$ cat src/hdl/css_pkg.sv
// Function
// In-phase 10-bit slot counter at serial rate
// Quadrature 10-bit slot counter at serial rate
// Frame strobe starts both slot counters
// Counter carry marks a complete symbol
// Vector mode pushes pair after both arrive
// FM mode pushes in-phase symbol immediately
// Slot values set in-phase/quadrature order
// Indirect RAM data register at 0x14
// Address write starts access, bit15 read
// Flushed bit after 24 off-line reads
// Flushed 24 sample clocks after off-line
// Bits 10/8 flag positive filter saturation
// Bits 9/7 flag negative filter saturation
// Bits 6:4 give FIFO read address
// Underflow on read at empty without write
// Overflow flag when read address is 7
// Almost empty below programmed threshold
// Empty flag when read address is 0
// Bits 10:7,3 ORed into top status
// All status bits 11:0 latched
// Only top status write clears latched status
// FIFO overflow forces channel off-line
// Word length codes select 16/12/8/4 bits
// Transmit enable gates serial data requests
// Host waits 4 clocks between RAM writes
// Slot counter holds after carry until strobe
// Reserved bits read zero, writes ignored
package css_pkg;

	localparam int DATA_W   = 16;
	localparam int SLOT_W   = 10;
	localparam int ADDR_W   = 8;
	localparam int STAT_W   = 12;
	localparam int RAD_W    = 3;
	localparam int FIFO_DEPTH = 16;

	localparam logic [ADDR_W-1:0] OFS_ISLOT  = 8'h12;
	localparam logic [ADDR_W-1:0] OFS_QSLOT  = 8'h13;
	localparam logic [ADDR_W-1:0] OFS_RDATA  = 8'h14;
	localparam logic [ADDR_W-1:0] OFS_RADDR  = 8'h15;
	localparam logic [ADDR_W-1:0] OFS_STATUS = 8'h16;

	localparam int RAM_RD_BIT = 15;

	localparam int ST_FLUSHED = 11;
	localparam int ST_IPOS    = 10;
	localparam int ST_INEG    = 9;
	localparam int ST_QPOS    = 8;
	localparam int ST_QNEG    = 7;
	localparam int ST_RAD_LO  = 4;
	localparam int ST_UNDER   = 3;
	localparam int ST_OVER    = 2;
	localparam int ST_AEMPTY  = 1;
	localparam int ST_EMPTY   = 0;

	localparam logic [RAD_W-1:0] RAD_EMPTY = 3'h0;
	localparam logic [RAD_W-1:0] RAD_FULL  = 3'h7;

	localparam logic [4:0] FLUSH_READS = 5'h18;

	localparam logic [1:0] WL_16 = 2'h0;
	localparam logic [1:0] WL_12 = 2'h1;
	localparam logic [1:0] WL_8  = 2'h2;
	localparam logic [1:0] WL_4  = 2'h3;

	localparam logic [STAT_W-1:0] RST_STATUS = 12'h000;
	localparam logic [DATA_W-1:0] RST_WORD   = 16'h0000;
	localparam logic [SLOT_W-1:0] RST_SLOT   = 10'h000;

	typedef struct packed {
		logic [DATA_W-1:0] i;
		logic [DATA_W-1:0] q;
	} css_sym_type;

	typedef struct packed {
		logic              strobe;
		logic              read;
		logic [DATA_W-1:0] addr;
		logic [DATA_W-1:0] data;
	} css_ram_req_type;

	typedef struct packed {
		logic ipos;
		logic ineg;
		logic qpos;
		logic qneg;
	} css_sat_type;

endpackage

$ cat src/hdl/css_channel.sv
`timescale 1ns/1ps
module css_channel #(
	parameter int FIFO_DEPTH = css_pkg::FIFO_DEPTH
) (
	// Clock and reset
	input  wire logic                              clk,
	input  wire logic                              rst_n,
	// Microprocessor port
	input  wire logic [css_pkg::ADDR_W-1:0]        up_addr,
	input  wire logic                              up_wr,
	input  wire logic                              up_rd,
	input  wire logic [css_pkg::DATA_W-1:0]        up_wdata,
	output logic [css_pkg::DATA_W-1:0]             up_rdata,
	input  wire logic                              top_status_wr,
	output logic                                   top_status,
	// Serial link
	input  wire logic                              serial_clk,
	input  wire logic                              serial_frame_strobe,
	input  wire logic                              serial_data,
	input  wire logic                              tx_enable,
	output logic                                   serial_data_request,
	// Channel controls
	input  wire logic                              vector_modulation_mode,
	input  wire logic [1:0]                        word_length_code,
	input  wire logic                              online_ctl,
	input  wire logic [css_pkg::RAD_W-1:0]         almost_empty_thr,
	// Filter saturation events
	input  css_pkg::css_sat_type                   filter_sat,
	// Symbol stream to the filters
	output logic                                   sym_valid,
	input  wire logic                              sym_ready,
	output css_pkg::css_sym_type                   sym_data,
	// Indirect RAM
	output css_pkg::css_ram_req_type               ram_req,
	input  wire logic [css_pkg::DATA_W-1:0]        ram_rd_data,
	// Channel state
	output logic                                   channel_online
);
	localparam int CW = $clog2(FIFO_DEPTH+1);

	typedef struct packed {
		logic                           sclk_s1;
		logic                           sclk_s2;
		logic                           sclk_s3;
		logic                           fs_s1;
		logic                           fs_s2;
		logic                           sd_s1;
		logic                           sd_s2;
		logic                           txen_s1;
		logic                           txen_s2;
		logic [css_pkg::SLOT_W-1:0]     islot;
		logic [css_pkg::SLOT_W-1:0]     qslot;
		logic [css_pkg::SLOT_W-1:0]     icnt;
		logic [css_pkg::SLOT_W-1:0]     qcnt;
		logic                           irun;
		logic                           qrun;
		logic [css_pkg::DATA_W-1:0]     shift;
		css_pkg::css_sym_type           sym;
		logic                           i_have;
		logic                           q_have;
		logic                           push;
		css_pkg::css_ram_req_type       ram;
		logic                           rd_pend;
		logic [css_pkg::DATA_W-1:0]     rdata;
		logic [css_pkg::STAT_W-1:0]     status;
		logic                           top;
		logic                           forced_off;
		logic [4:0]                     flush_cnt;
		logic                           flushed;
	} css_ch_st_type;

	css_ch_st_type                  s_q;
	css_ch_st_type                  s_d;
	logic                           fifo_in_ready;
	logic [CW-1:0]                  fifo_level;
	logic [css_pkg::RAD_W-1:0]      rad;
	logic                           sclk_edge;
	logic                           i_carry;
	logic                           q_carry;
	logic [css_pkg::DATA_W-1:0]     word;
	logic                           online;
	logic                           underflow;
	logic [css_pkg::STAT_W-1:0]     stat_now;

	css_fifo #(
		.W     ($bits(css_pkg::css_sym_type)),
		.DEPTH (FIFO_DEPTH)
	) u_fifo (
		.clk       (clk),
		.rst_n     (rst_n),
		.in_valid  (s_q.push),
		.in_ready  (fifo_in_ready),
		.in_data   (s_q.sym),
		.out_valid (sym_valid),
		.out_ready (sym_ready),
		.out_data  (sym_data),
		.level     (fifo_level)
	);

	// Read address view saturates at full; the deeper FIFO only adds slack
	assign rad = (fifo_level >= CW'(css_pkg::RAD_FULL)) ? css_pkg::RAD_FULL : fifo_level[css_pkg::RAD_W-1:0];
	assign sclk_edge = s_q.sclk_s2 & ~s_q.sclk_s3;
	assign online    = online_ctl & ~s_q.forced_off;
	assign i_carry   = sclk_edge & ~s_q.fs_s2 & s_q.irun & (s_q.icnt == s_q.islot);
	assign q_carry   = sclk_edge & ~s_q.fs_s2 & s_q.qrun & (s_q.qcnt == s_q.qslot);
	assign underflow = sym_ready & (rad == css_pkg::RAD_EMPTY) & ~s_q.push;
	assign serial_data_request = s_q.txen_s2 & online & fifo_in_ready;
	assign channel_online = online;
	assign up_rdata   = s_q.rdata;
	assign top_status = s_q.top;
	assign ram_req    = s_q.ram;

	always_comb
	begin
		stat_now = css_pkg::RST_STATUS;
		stat_now[css_pkg::ST_FLUSHED] = s_q.flushed;
		stat_now[css_pkg::ST_IPOS]    = filter_sat.ipos;
		stat_now[css_pkg::ST_QPOS]    = filter_sat.qpos;
		stat_now[css_pkg::ST_INEG]    = filter_sat.ineg;
		stat_now[css_pkg::ST_QNEG]    = filter_sat.qneg;
		stat_now[css_pkg::ST_RAD_LO +: css_pkg::RAD_W] = rad;
		stat_now[css_pkg::ST_UNDER]   = underflow;
		stat_now[css_pkg::ST_OVER]    = (rad == css_pkg::RAD_FULL);
		stat_now[css_pkg::ST_AEMPTY]  = (rad < almost_empty_thr);
		stat_now[css_pkg::ST_EMPTY]   = (rad == css_pkg::RAD_EMPTY);
	end

	// Word length keeps the newest bits, low aligned; the bit arriving at the carry edge is included
	always_comb
	begin
		case (word_length_code)
			css_pkg::WL_16: word = {s_q.shift[14:0], s_q.sd_s2};
			css_pkg::WL_12: word = {4'h0, s_q.shift[10:0], s_q.sd_s2};
			css_pkg::WL_8:  word = {8'h00, s_q.shift[6:0], s_q.sd_s2};
			css_pkg::WL_4:  word = {12'h000, s_q.shift[2:0], s_q.sd_s2};
			default:        word = {s_q.shift[14:0], s_q.sd_s2};
		endcase
	end

	always_comb
	begin
		s_d = s_q;
		// Pin synchronisers; first stages feed only the second
		s_d.sclk_s1 = serial_clk;
		s_d.sclk_s2 = s_q.sclk_s1;
		s_d.sclk_s3 = s_q.sclk_s2;
		s_d.fs_s1   = serial_frame_strobe;
		s_d.fs_s2   = s_q.fs_s1;
		s_d.sd_s1   = serial_data;
		s_d.sd_s2   = s_q.sd_s1;
		s_d.txen_s1 = tx_enable;
		s_d.txen_s2 = s_q.txen_s1;
		s_d.push    = 1'b0;
		s_d.ram.strobe = 1'b0;
		s_d.rd_pend = 1'b0;

		if (sclk_edge)
		begin
			s_d.shift = {s_q.shift[css_pkg::DATA_W-2:0], s_q.sd_s2};
			if (s_q.fs_s2)
			begin
				s_d.icnt   = css_pkg::RST_SLOT;
				s_d.qcnt   = css_pkg::RST_SLOT;
				s_d.irun   = 1'b1;
				s_d.qrun   = 1'b1;
				s_d.i_have = 1'b0;
				s_d.q_have = 1'b0;
			end
			else
			begin
				// Stop after carry so a long frame cannot produce a second symbol
				if (i_carry)
					s_d.irun = 1'b0;
				else if (s_q.irun)
					s_d.icnt = SLOT_INC(s_q.icnt);
				if (q_carry)
					s_d.qrun = 1'b0;
				else if (s_q.qrun)
					s_d.qcnt = SLOT_INC(s_q.qcnt);
			end
		end

		// Arrival order follows whichever slot value is smaller
		if (i_carry)
		begin
			s_d.sym.i  = word;
			s_d.i_have = 1'b1;
		end
		if (q_carry)
		begin
			s_d.sym.q  = word;
			s_d.q_have = 1'b1;
		end
		if (!vector_modulation_mode && i_carry)
		begin
			s_d.push   = online;
			s_d.i_have = 1'b0;
		end
		else if (vector_modulation_mode && s_d.i_have && s_d.q_have)
		begin
			s_d.push   = online;
			s_d.i_have = 1'b0;
			s_d.q_have = 1'b0;
		end

		// Register writes; reserved slot bits are dropped
		if (up_wr)
		begin
			case (up_addr)
				css_pkg::OFS_ISLOT: s_d.islot = up_wdata[css_pkg::SLOT_W-1:0];
				css_pkg::OFS_QSLOT: s_d.qslot = up_wdata[css_pkg::SLOT_W-1:0];
				css_pkg::OFS_RDATA: s_d.ram.data = up_wdata;
				css_pkg::OFS_RADDR:
				begin
					s_d.ram.addr   = up_wdata;
					s_d.ram.read   = up_wdata[css_pkg::RAM_RD_BIT];
					s_d.ram.strobe = 1'b1;
				end
				default: ;
			endcase
		end
		// Read data returns the cycle after the read strobe
		if (s_q.ram.strobe && s_q.ram.read)
			s_d.rd_pend = 1'b1;
		if (s_q.rd_pend)
			s_d.ram.data = ram_rd_data;

		if (up_rd)
		begin
			case (up_addr)
				css_pkg::OFS_ISLOT:  s_d.rdata = {6'h00, s_q.islot};
				css_pkg::OFS_QSLOT:  s_d.rdata = {6'h00, s_q.qslot};
				css_pkg::OFS_RDATA:  s_d.rdata = s_q.ram.data;
				css_pkg::OFS_RADDR:  s_d.rdata = s_q.ram.addr;
				css_pkg::OFS_STATUS: s_d.rdata = {4'h0, s_q.status};
				default:             s_d.rdata = css_pkg::RST_WORD;
			endcase
		end

		// Off-line forcing holds until software drops the on-line bit
		if (rad == css_pkg::RAD_FULL)
			s_d.forced_off = 1'b1;
		else if (!online_ctl)
			s_d.forced_off = 1'b0;

		// Flush counts reads made once off-line; reads run every sample clock
		if (online)
		begin
			s_d.flush_cnt = 5'h00;
			s_d.flushed   = 1'b0;
		end
		else if (sym_ready && !s_q.flushed)
		begin
			s_d.flush_cnt = 5'(s_q.flush_cnt + 1'b1);
			if (s_d.flush_cnt == css_pkg::FLUSH_READS)
				s_d.flushed = 1'b1;
		end

		// Sticky status; a fresh event wins over the clear
		if (top_status_wr)
			s_d.status = stat_now;
		else
			s_d.status = s_q.status | stat_now;
		s_d.top = |{s_d.status[css_pkg::ST_IPOS:css_pkg::ST_QNEG], s_d.status[css_pkg::ST_UNDER]};
	end

	function automatic logic [css_pkg::SLOT_W-1:0] SLOT_INC(input logic [css_pkg::SLOT_W-1:0] v);
		SLOT_INC = css_pkg::SLOT_W'(v + 1'b1);
	endfunction

	function automatic logic [css_pkg::DATA_W-1:0] WL_MASK(input logic [1:0] c);
		case (c)
			css_pkg::WL_12: WL_MASK = 16'h0fff;
			css_pkg::WL_8:  WL_MASK = 16'h00ff;
			css_pkg::WL_4:  WL_MASK = 16'h000f;
			default:        WL_MASK = 16'hffff;
		endcase
	endfunction

	always_ff @(posedge clk or negedge rst_n)
	begin
		if (!rst_n)
			s_q <= '0;
		else
			s_q <= s_d;
	end
endmodule

$ cat src/hdl/css_fifo.sv
`timescale 1ns/1ps
module css_fifo #(
	parameter int W     = 32,
	parameter int DEPTH = 16
) (
	// Clock and reset
	input  wire logic                       clk,
	input  wire logic                       rst_n,
	// Fill side
	input  wire logic                       in_valid,
	output logic                            in_ready,
	input  wire logic [W-1:0]               in_data,
	// Drain side
	output logic                            out_valid,
	input  wire logic                       out_ready,
	output logic [W-1:0]                    out_data,
	output logic [$clog2(DEPTH+1)-1:0]      level
);
	localparam int PW = $clog2(DEPTH);
	localparam int CW = $clog2(DEPTH+1);

	typedef struct packed {
		logic [DEPTH-1:0][W-1:0] mem;
		logic [PW-1:0]           wr;
		logic [PW-1:0]           rd;
		logic [CW-1:0]           cnt;
		logic [W-1:0]            head;
	} css_fifo_st_type;

	css_fifo_st_type s_q;
	css_fifo_st_type s_d;
	logic            push;
	logic            pop;
	logic [PW-1:0]   rd_nx;

	assign in_ready  = (s_q.cnt != CW'(DEPTH));
	assign out_valid = (s_q.cnt != '0);
	assign out_data  = s_q.head;
	assign level     = s_q.cnt;

	always_comb
	begin
		s_d   = s_q;
		push  = in_valid & in_ready;
		pop   = out_valid & out_ready;
		rd_nx = pop ? PW'(s_q.rd + 1'b1) : s_q.rd;
		if (push)
		begin
			s_d.mem[s_q.wr] = in_data;
			s_d.wr          = PW'(s_q.wr + 1'b1);
		end
		s_d.rd  = rd_nx;
		s_d.cnt = CW'(s_q.cnt + CW'(push) - CW'(pop));
		// Head comes from a register; bypass covers a write into the slot being read
		s_d.head = (push && s_q.wr == rd_nx) ? in_data : s_q.mem[rd_nx];
	end

	always_ff @(posedge clk or negedge rst_n)
	begin
		if (!rst_n)
			s_q <= '0;
		else
			s_q <= s_d;
	end
endmodule

$ cat config.mk
export PLATFORM = sky130hd
export DESIGN_NAME = css_channel
export DESIGN_NICKNAME = d
export VERILOG_FILES = /design/src/hdl/css_pkg.sv /design/src/hdl/css_channel.sv /design/src/hdl/css_fifo.sv
export SDC_FILE = /design/constraint.sdc
export NUM_CORES = 1
export LEC_CHECK = 0
export BUFFER_PORTS_ARGS = -buffer_cell sky130_fd_sc_hd__buf_2
export CAP_MARGIN = 20
export CORE_UTILIZATION = 50
export CTS_BUF_LIST = sky130_fd_sc_hd__clkbuf_8
export DETAILED_ROUTE_END_ITERATION = 16
export PLACE_DENSITY_LB_ADDON = 0.05
export SETUP_SLACK_MARGIN = 0.4
export SYNTH_ARGS = -nofsm -noshare
export SYNTH_HDL_FRONTEND = slang
export SYNTH_HIERARCHICAL = 1
export SYNTH_SLANG_ARGS = --single-unit
export TNS_END_PERCENT = 50
$ cat constraint.sdc
create_clock -name clk -period 8.6 [get_ports clk]
set_clock_uncertainty 0.05 [all_clocks]
set_input_delay 0.43 -clock clk [delete_from_list [all_inputs] [get_ports clk]]
set_output_delay 0.43 -clock clk [all_outputs]
set_load 0.005 [all_outputs]
[After elaboration in Yosys (flattened, before gate mapping)]
Cells that the tools add are included.
Word-level totals
  bits in writable memories: 0
  logic and storage cells: 165
  bits in read-only memories: 0
  bits in latches: 0
  flip-flop bits (word level): 729
  bits of input ports: 61
  memories kept: 0
  output and inout port bits: 86
Operators by class
  bitwise operators: 18
  equal/unequal tests: 17
  divide/modulo/power cells: 0
  mux-type cells: 36
  multiply operators: 0
  $lt $le $gt $ge: 5
  reductions and logical operators: 30
  shift-type cells: 0
  add/sub/neg operators: 7
Operators with widths (number)
  $bwmux 512: 1
  $bmux 32 s4: 1
  $demux 32 s4: 1
  $mux 32: 3
  $pmux 16 s5: 1
  $pmux 16 s4: 1
  $eq 8x5->1 const B: 5
  $mux 10: 4
  $mux 34: 1
  $mux 16: 2
  $mux 22: 1
  $add 10x1->10 const B: 2
  $eq 10x10->1: 2
  $mux 18: 1
  $reduce_bool 2->1: 8
  $reduce_and 2->1: 7
  $and 1x1->1: 13
  $mux 12: 1
  $mux 6: 2
  $or 12x12->12: 1
  $mux 1: 11
  $lt 4x5->1 const B: 2
  $add 4x1->4 const B: 2
  $logic_and 1x1->1: 7
  other kinds (24): 33

[Depth between registers and ports, before layout]
  word-level depth: 10
  gate-level depth with buffers: 14
  gate-level depth less buffers: 14

[Modules after synthesis]
The synthesis kept the hierarchy.
By module, submodules not included
  css_fifo: cells an instance 2343, times used 1, sequential area each 13938.4 um^2, area each 29872.4 um^2
  css_channel: cells an instance 751, times used 1, sequential area each 4279.1 um^2, area each 8240.4 um^2

[Least setup slack after synthesis]
OpenSTA, ideal clock, no wires.
  kind: register -> register
  start: register u_fifo.s_q (netlist bit u_fifo/level[3])
  end: register u_fifo.s_q (netlist bit u_fifo/level[4])
  arrival time: 2.626 ns
  path buffers: 0
  setup time: 0.123 ns
  period minus slack after synthesis: 2.799 ns
  data required time: 8.427 ns
  setup slack: 5.801 ns
  cell stages (with the launch flop): 15
  cell sequence: dfrtp_1 -> inv_1 -> ha_1 -> nor4b_4 -> inv_2 -> nand2_2 -> inv_1 -> ha_1 -> inv_1 -> ha_1 -> fa_1 -> a21oi_1 -> nor2_1 -> nor2_1 -> xnor2_1
RTL lines
  start, declared: RTL line css_fifo.sv:30  | css_fifo_st_type s_q;
  start signal, assigned: RTL line css_fifo.sv:61  | s_q <= '0;
  start signal, assigned: RTL line css_fifo.sv:63  | s_q <= s_d;

==> impl_metrics.env <==
export IMPL_crit_required_ns=9.18
export IMPL_cpMostUsedCell="inv_1"
export IMPL_ys_warnings_count=6
export IMPL_synthMuxAreaShare_pct=29.3
export IMPL_synth_fa_ha_area_share_pct=0.578
export IMPL_fp_dieW_um=278
export IMPL_num_fill_cells=6279
export IMPL_end_kind="flop"
export IMPL_wl_per_cell_um=25.4
export IMPL_cp_top_family="simple AND/OR/NAND/NOR gates"
export IMPL_initial_core_util_pct=50.9
export IMPL_postSynthCellCount=3094
export IMPL_synth_seq_cells=728
export IMPL_rsz0062_at_grt="false"
export IMPL_syn_area_um2=38100
export IMPL_fmax_mhz=216
export IMPL_worstSetupPathType="flop to flop"
export IMPL_worstPathArrival_ns=5.21
export IMPL_synth_edff_count=0
export IMPL_reg2reg_to="u_fifo/out_data[19]$_DFF_PN0_"
export IMPL_grt_overflow=0
export IMPL_synthFlopType="dfrtp_1"
export IMPL_fin_cells=4197
export IMPL_outcome="completed"
export IMPL_worstMarginPinSlew_ns=1.18
export IMPL_antenna_found_initial=2
export IMPL_synth_nets=3172
export IMPL_clk_pin_slew_worst_paths_ns=0.05
export IMPL_ys_seq_area_share_pct=47.8
export IMPL_fin_util_pct=56.2
export IMPL_dr_total_vias=26600
export IMPL_yosysTopAreaCell="dfrtp_1"
export IMPL_dr_pass1_iters=5
export IMPL_wl_um=106000
export IMPL_multi_input_area_um2=18200
export IMPL_p_comb_share_pct=36.0
export IMPL_crit_end="u_fifo/out_data[19]$_DFF_PN0_"
export IMPL_cts_root_buf="clkbuf_8"
export IMPL_nets=3216
export IMPL_hold_viol=0
export IMPL_clkLatencyLatePin_ns=0.77
export IMPL_synth_cell_types=72
export IMPL_pin_count=147
export IMPL_synth_xor_area_share_pct=0.919
export IMPL_drc=0
export IMPL_seqPwrFrac_pct=36.5
export IMPL_viasPerCell=6.35
export IMPL_peakVddDrop_mv=0.288
export IMPL_synth_top_cell_area_share_pct=47.8
export IMPL_rr_worst_depth=11
export IMPL_htree_levels=4
export IMPL_core_um2=74900
export IMPL_die_area_um2=77300
export IMPL_slowest_stage="nand2_4"
export IMPL_maxCapViolations=0
export IMPL_worst_slack_ns=3.97
export IMPL_r2r_setup_slack_ns=3.97
export IMPL_critPathLaunchType="flop"
export IMPL_cts_tree="done"
export IMPL_crit_buf_inv=4
export IMPL_synth_top_family_by_area="multiplexers"
export IMPL_first_global_vias=27700
export IMPL_place_gp_congestion=0.793
export IMPL_pre_cts_slack_ns=4.00
export IMPL_detail_route_antenna_nets=0
export IMPL_p_per_area_nw_per_um2=266
export IMPL_intPower_uw=6980
export IMPL_swShare_pct=37.6
export IMPL_port_buffers=146
export IMPL_period_needed_ns=4.63
export IMPL_finalCritPeriodShare_pct=53.8
export IMPL_synthSimpleGateAreaFrac_pct=5.18
export IMPL_path_max_fanout=68
export IMPL_dp_hpwl_um=60200
export IMPL_drt_initial_drc_count=1791
export IMPL_power_switching_uw=4210
export IMPL_cts_buffers=134
export IMPL_hp_class="input pin to flop"
export IMPL_area_growth_pct=10.4
export IMPL_postCtsResizedCells=0
export IMPL_layout_commonest_cell="dfrtp_1"
export IMPL_startpoint="u_fifo/level[3]$_DFF_PN0_"
export IMPL_finalSetupTns_ns=0
export IMPL_worstReg2RegStart="u_fifo/level[3]$_DFF_PN0_"
export IMPL_clockBufferDepth=3
export IMPL_synth_compound_area_share_pct=11.3
export IMPL_synthTopCellsByArea="dfrtp_1 48%, mux2_2 18%, mux2i_1 10%"
export IMPL_final_cell_mix="726 x dfrtp_1, 605 x mux2_2, 399 x mux2i_1"
export IMPL_relSlewSlack_pct=21.5
export IMPL_async_reset_ff_share_pct=100
export IMPL_slew_viol_final=0
export IMPL_clockPowerShare_pct=27.5
export IMPL_cp_depth=11
export IMPL_num_rows=100
export IMPL_cts_sinks=728
export IMPL_drive_gt1_share_pct=35.2
export IMPL_fp_dieH_um=278
export IMPL_grt_use_total_pct=27.6
export IMPL_finalSetupViolations=0
export IMPL_synth_avg_cell_area_um2=12.3
export IMPL_regArea_um2=18200
export IMPL_dp_cells=3905
export IMPL_grt_pass1_wl_um=164000
export IMPL_grt_max_degree=117
export IMPL_power_leakage_uw=0.0208
export IMPL_cpPeakStageDelay_ns=0.87
export IMPL_cp_cell_sequence="inv_1 > ha_1 > nor4b_4 > inv_2 > nand2_4 > inv_1 > a41oi_1 > a21oi_1 > nand3_2 > buf_4 > mux2_2"
logic make-up after synthesis:
logic type / after synthesis
AOI/OAI and AO/OA: 517
xor gates and xnor gates: 40
adders and majority gates: 17
buffers and inverters: 389
DFF: 728
muxes: 1029
and+or+nand+nor: 374
through the flow:
step / instance area [µm²] / power (µW) / hold WS [ns]
2_1_floorplan: 38100 / 6960 / 0.0844
3_3_place_gp: 38900 / 8050 / 0.286
3_5_place_dp: 38900 / 8120 / 0.286
4_1_cts: 42000 / 11300 / 0.0337
5_1_grt: 42100 / 11800 / 0.0914
6_report: 42100 / 11200 / 0.104
area by class of cell:
type | count | area share [%]
inverter | 33 | 0.294
timing repair buffer | 264 | 4.49
tap | 969 | 2.88
antenna | 1 | 0.00595
sequential | 728 | 43.3
clock buffer | 158 | 5.17
clock inverter | 67 | 0.708
multi-input combinational | 1977 | 43.1
worst register-to-register path, stage by stage (launching register included):
cell and delay, ns:
dfrtp_1 0.44, inv_1 0.11, ha_1 0.18, nor4b_4 0.57
inv_2 0.26, nand2_4 0.87, inv_1 0.35, a41oi_1 0.27
a21oi_1 0.08, nand3_2 0.41, buf_4 0.49, mux2_2 0.41
flip-flops by register name, summed over array words and instances (netlist names):
signal           flops
u_fifo/s_q         520
s_q                116
ram_req             33
u_fifo/out_data     32
up_rdata            16
s_d                  5
u_fifo/level         5
top_status           1
cells in the mapped netlist (all sizes together), types with 40 or more instances:
cell	instances
o211ai	67
mux2	623
o221a	124
nand3	97
a32oi	63
clkbuf	199
buf	157
dfrtp	728
mux2i	399
nor2	40
nand4	50
a22oi	135
nand2	97
repair_timing:
action | CTS | global route
hold buffers | 61 | 0
endpoints found under the setup margin | 0 | 0
setup buffers | 0 | 0
endpoints found under the hold margin | 155 | 0
power groups by stage:
stage               combinational [µW]  sequential [µW]  clock [µW]
CTS                               4010             4080        3180
detailed placement                3980             4140           0
finish                            4030             4090        3080
global placement                  3920             4130           0
floorplan                         3110             3840           0
global route                      4310             4130        3340
how the worst min path moves through the flow:
stage / start / endpoint / cells past startpoint
final: up_rd / up_rdata[9]$_DFFE_PN0P_ / 2
after global routing: up_rd / up_rdata[1]$_DFFE_PN0P_ / 2
after CTS: up_rd / up_rdata[8]$_DFFE_PN0P_ / 2
after detailed placement: s_d[166]$_DFF_PN0_ / s_q[166]$_DFF_PN0_ / 0
after global placement: s_d[164]$_DFF_PN0_ / s_q[164]$_DFF_PN0_ / 0
after floorplan: rst_n / ram_req[0]$_DFFE_PN0P_ / 0
per-layer routing:
layer | wire [µm] | global-route usage, % | part of all wire [%]
met1 | 47000 | 36.9 | 44
met2 | 51400 | 45.4 | 48
met3 | 4880 | 4.18 | 4.6
met4 | 3160 | 10.2 | 3.0
met5 | 0 | 0 | 0
Power figures use the tool's default switching activity.
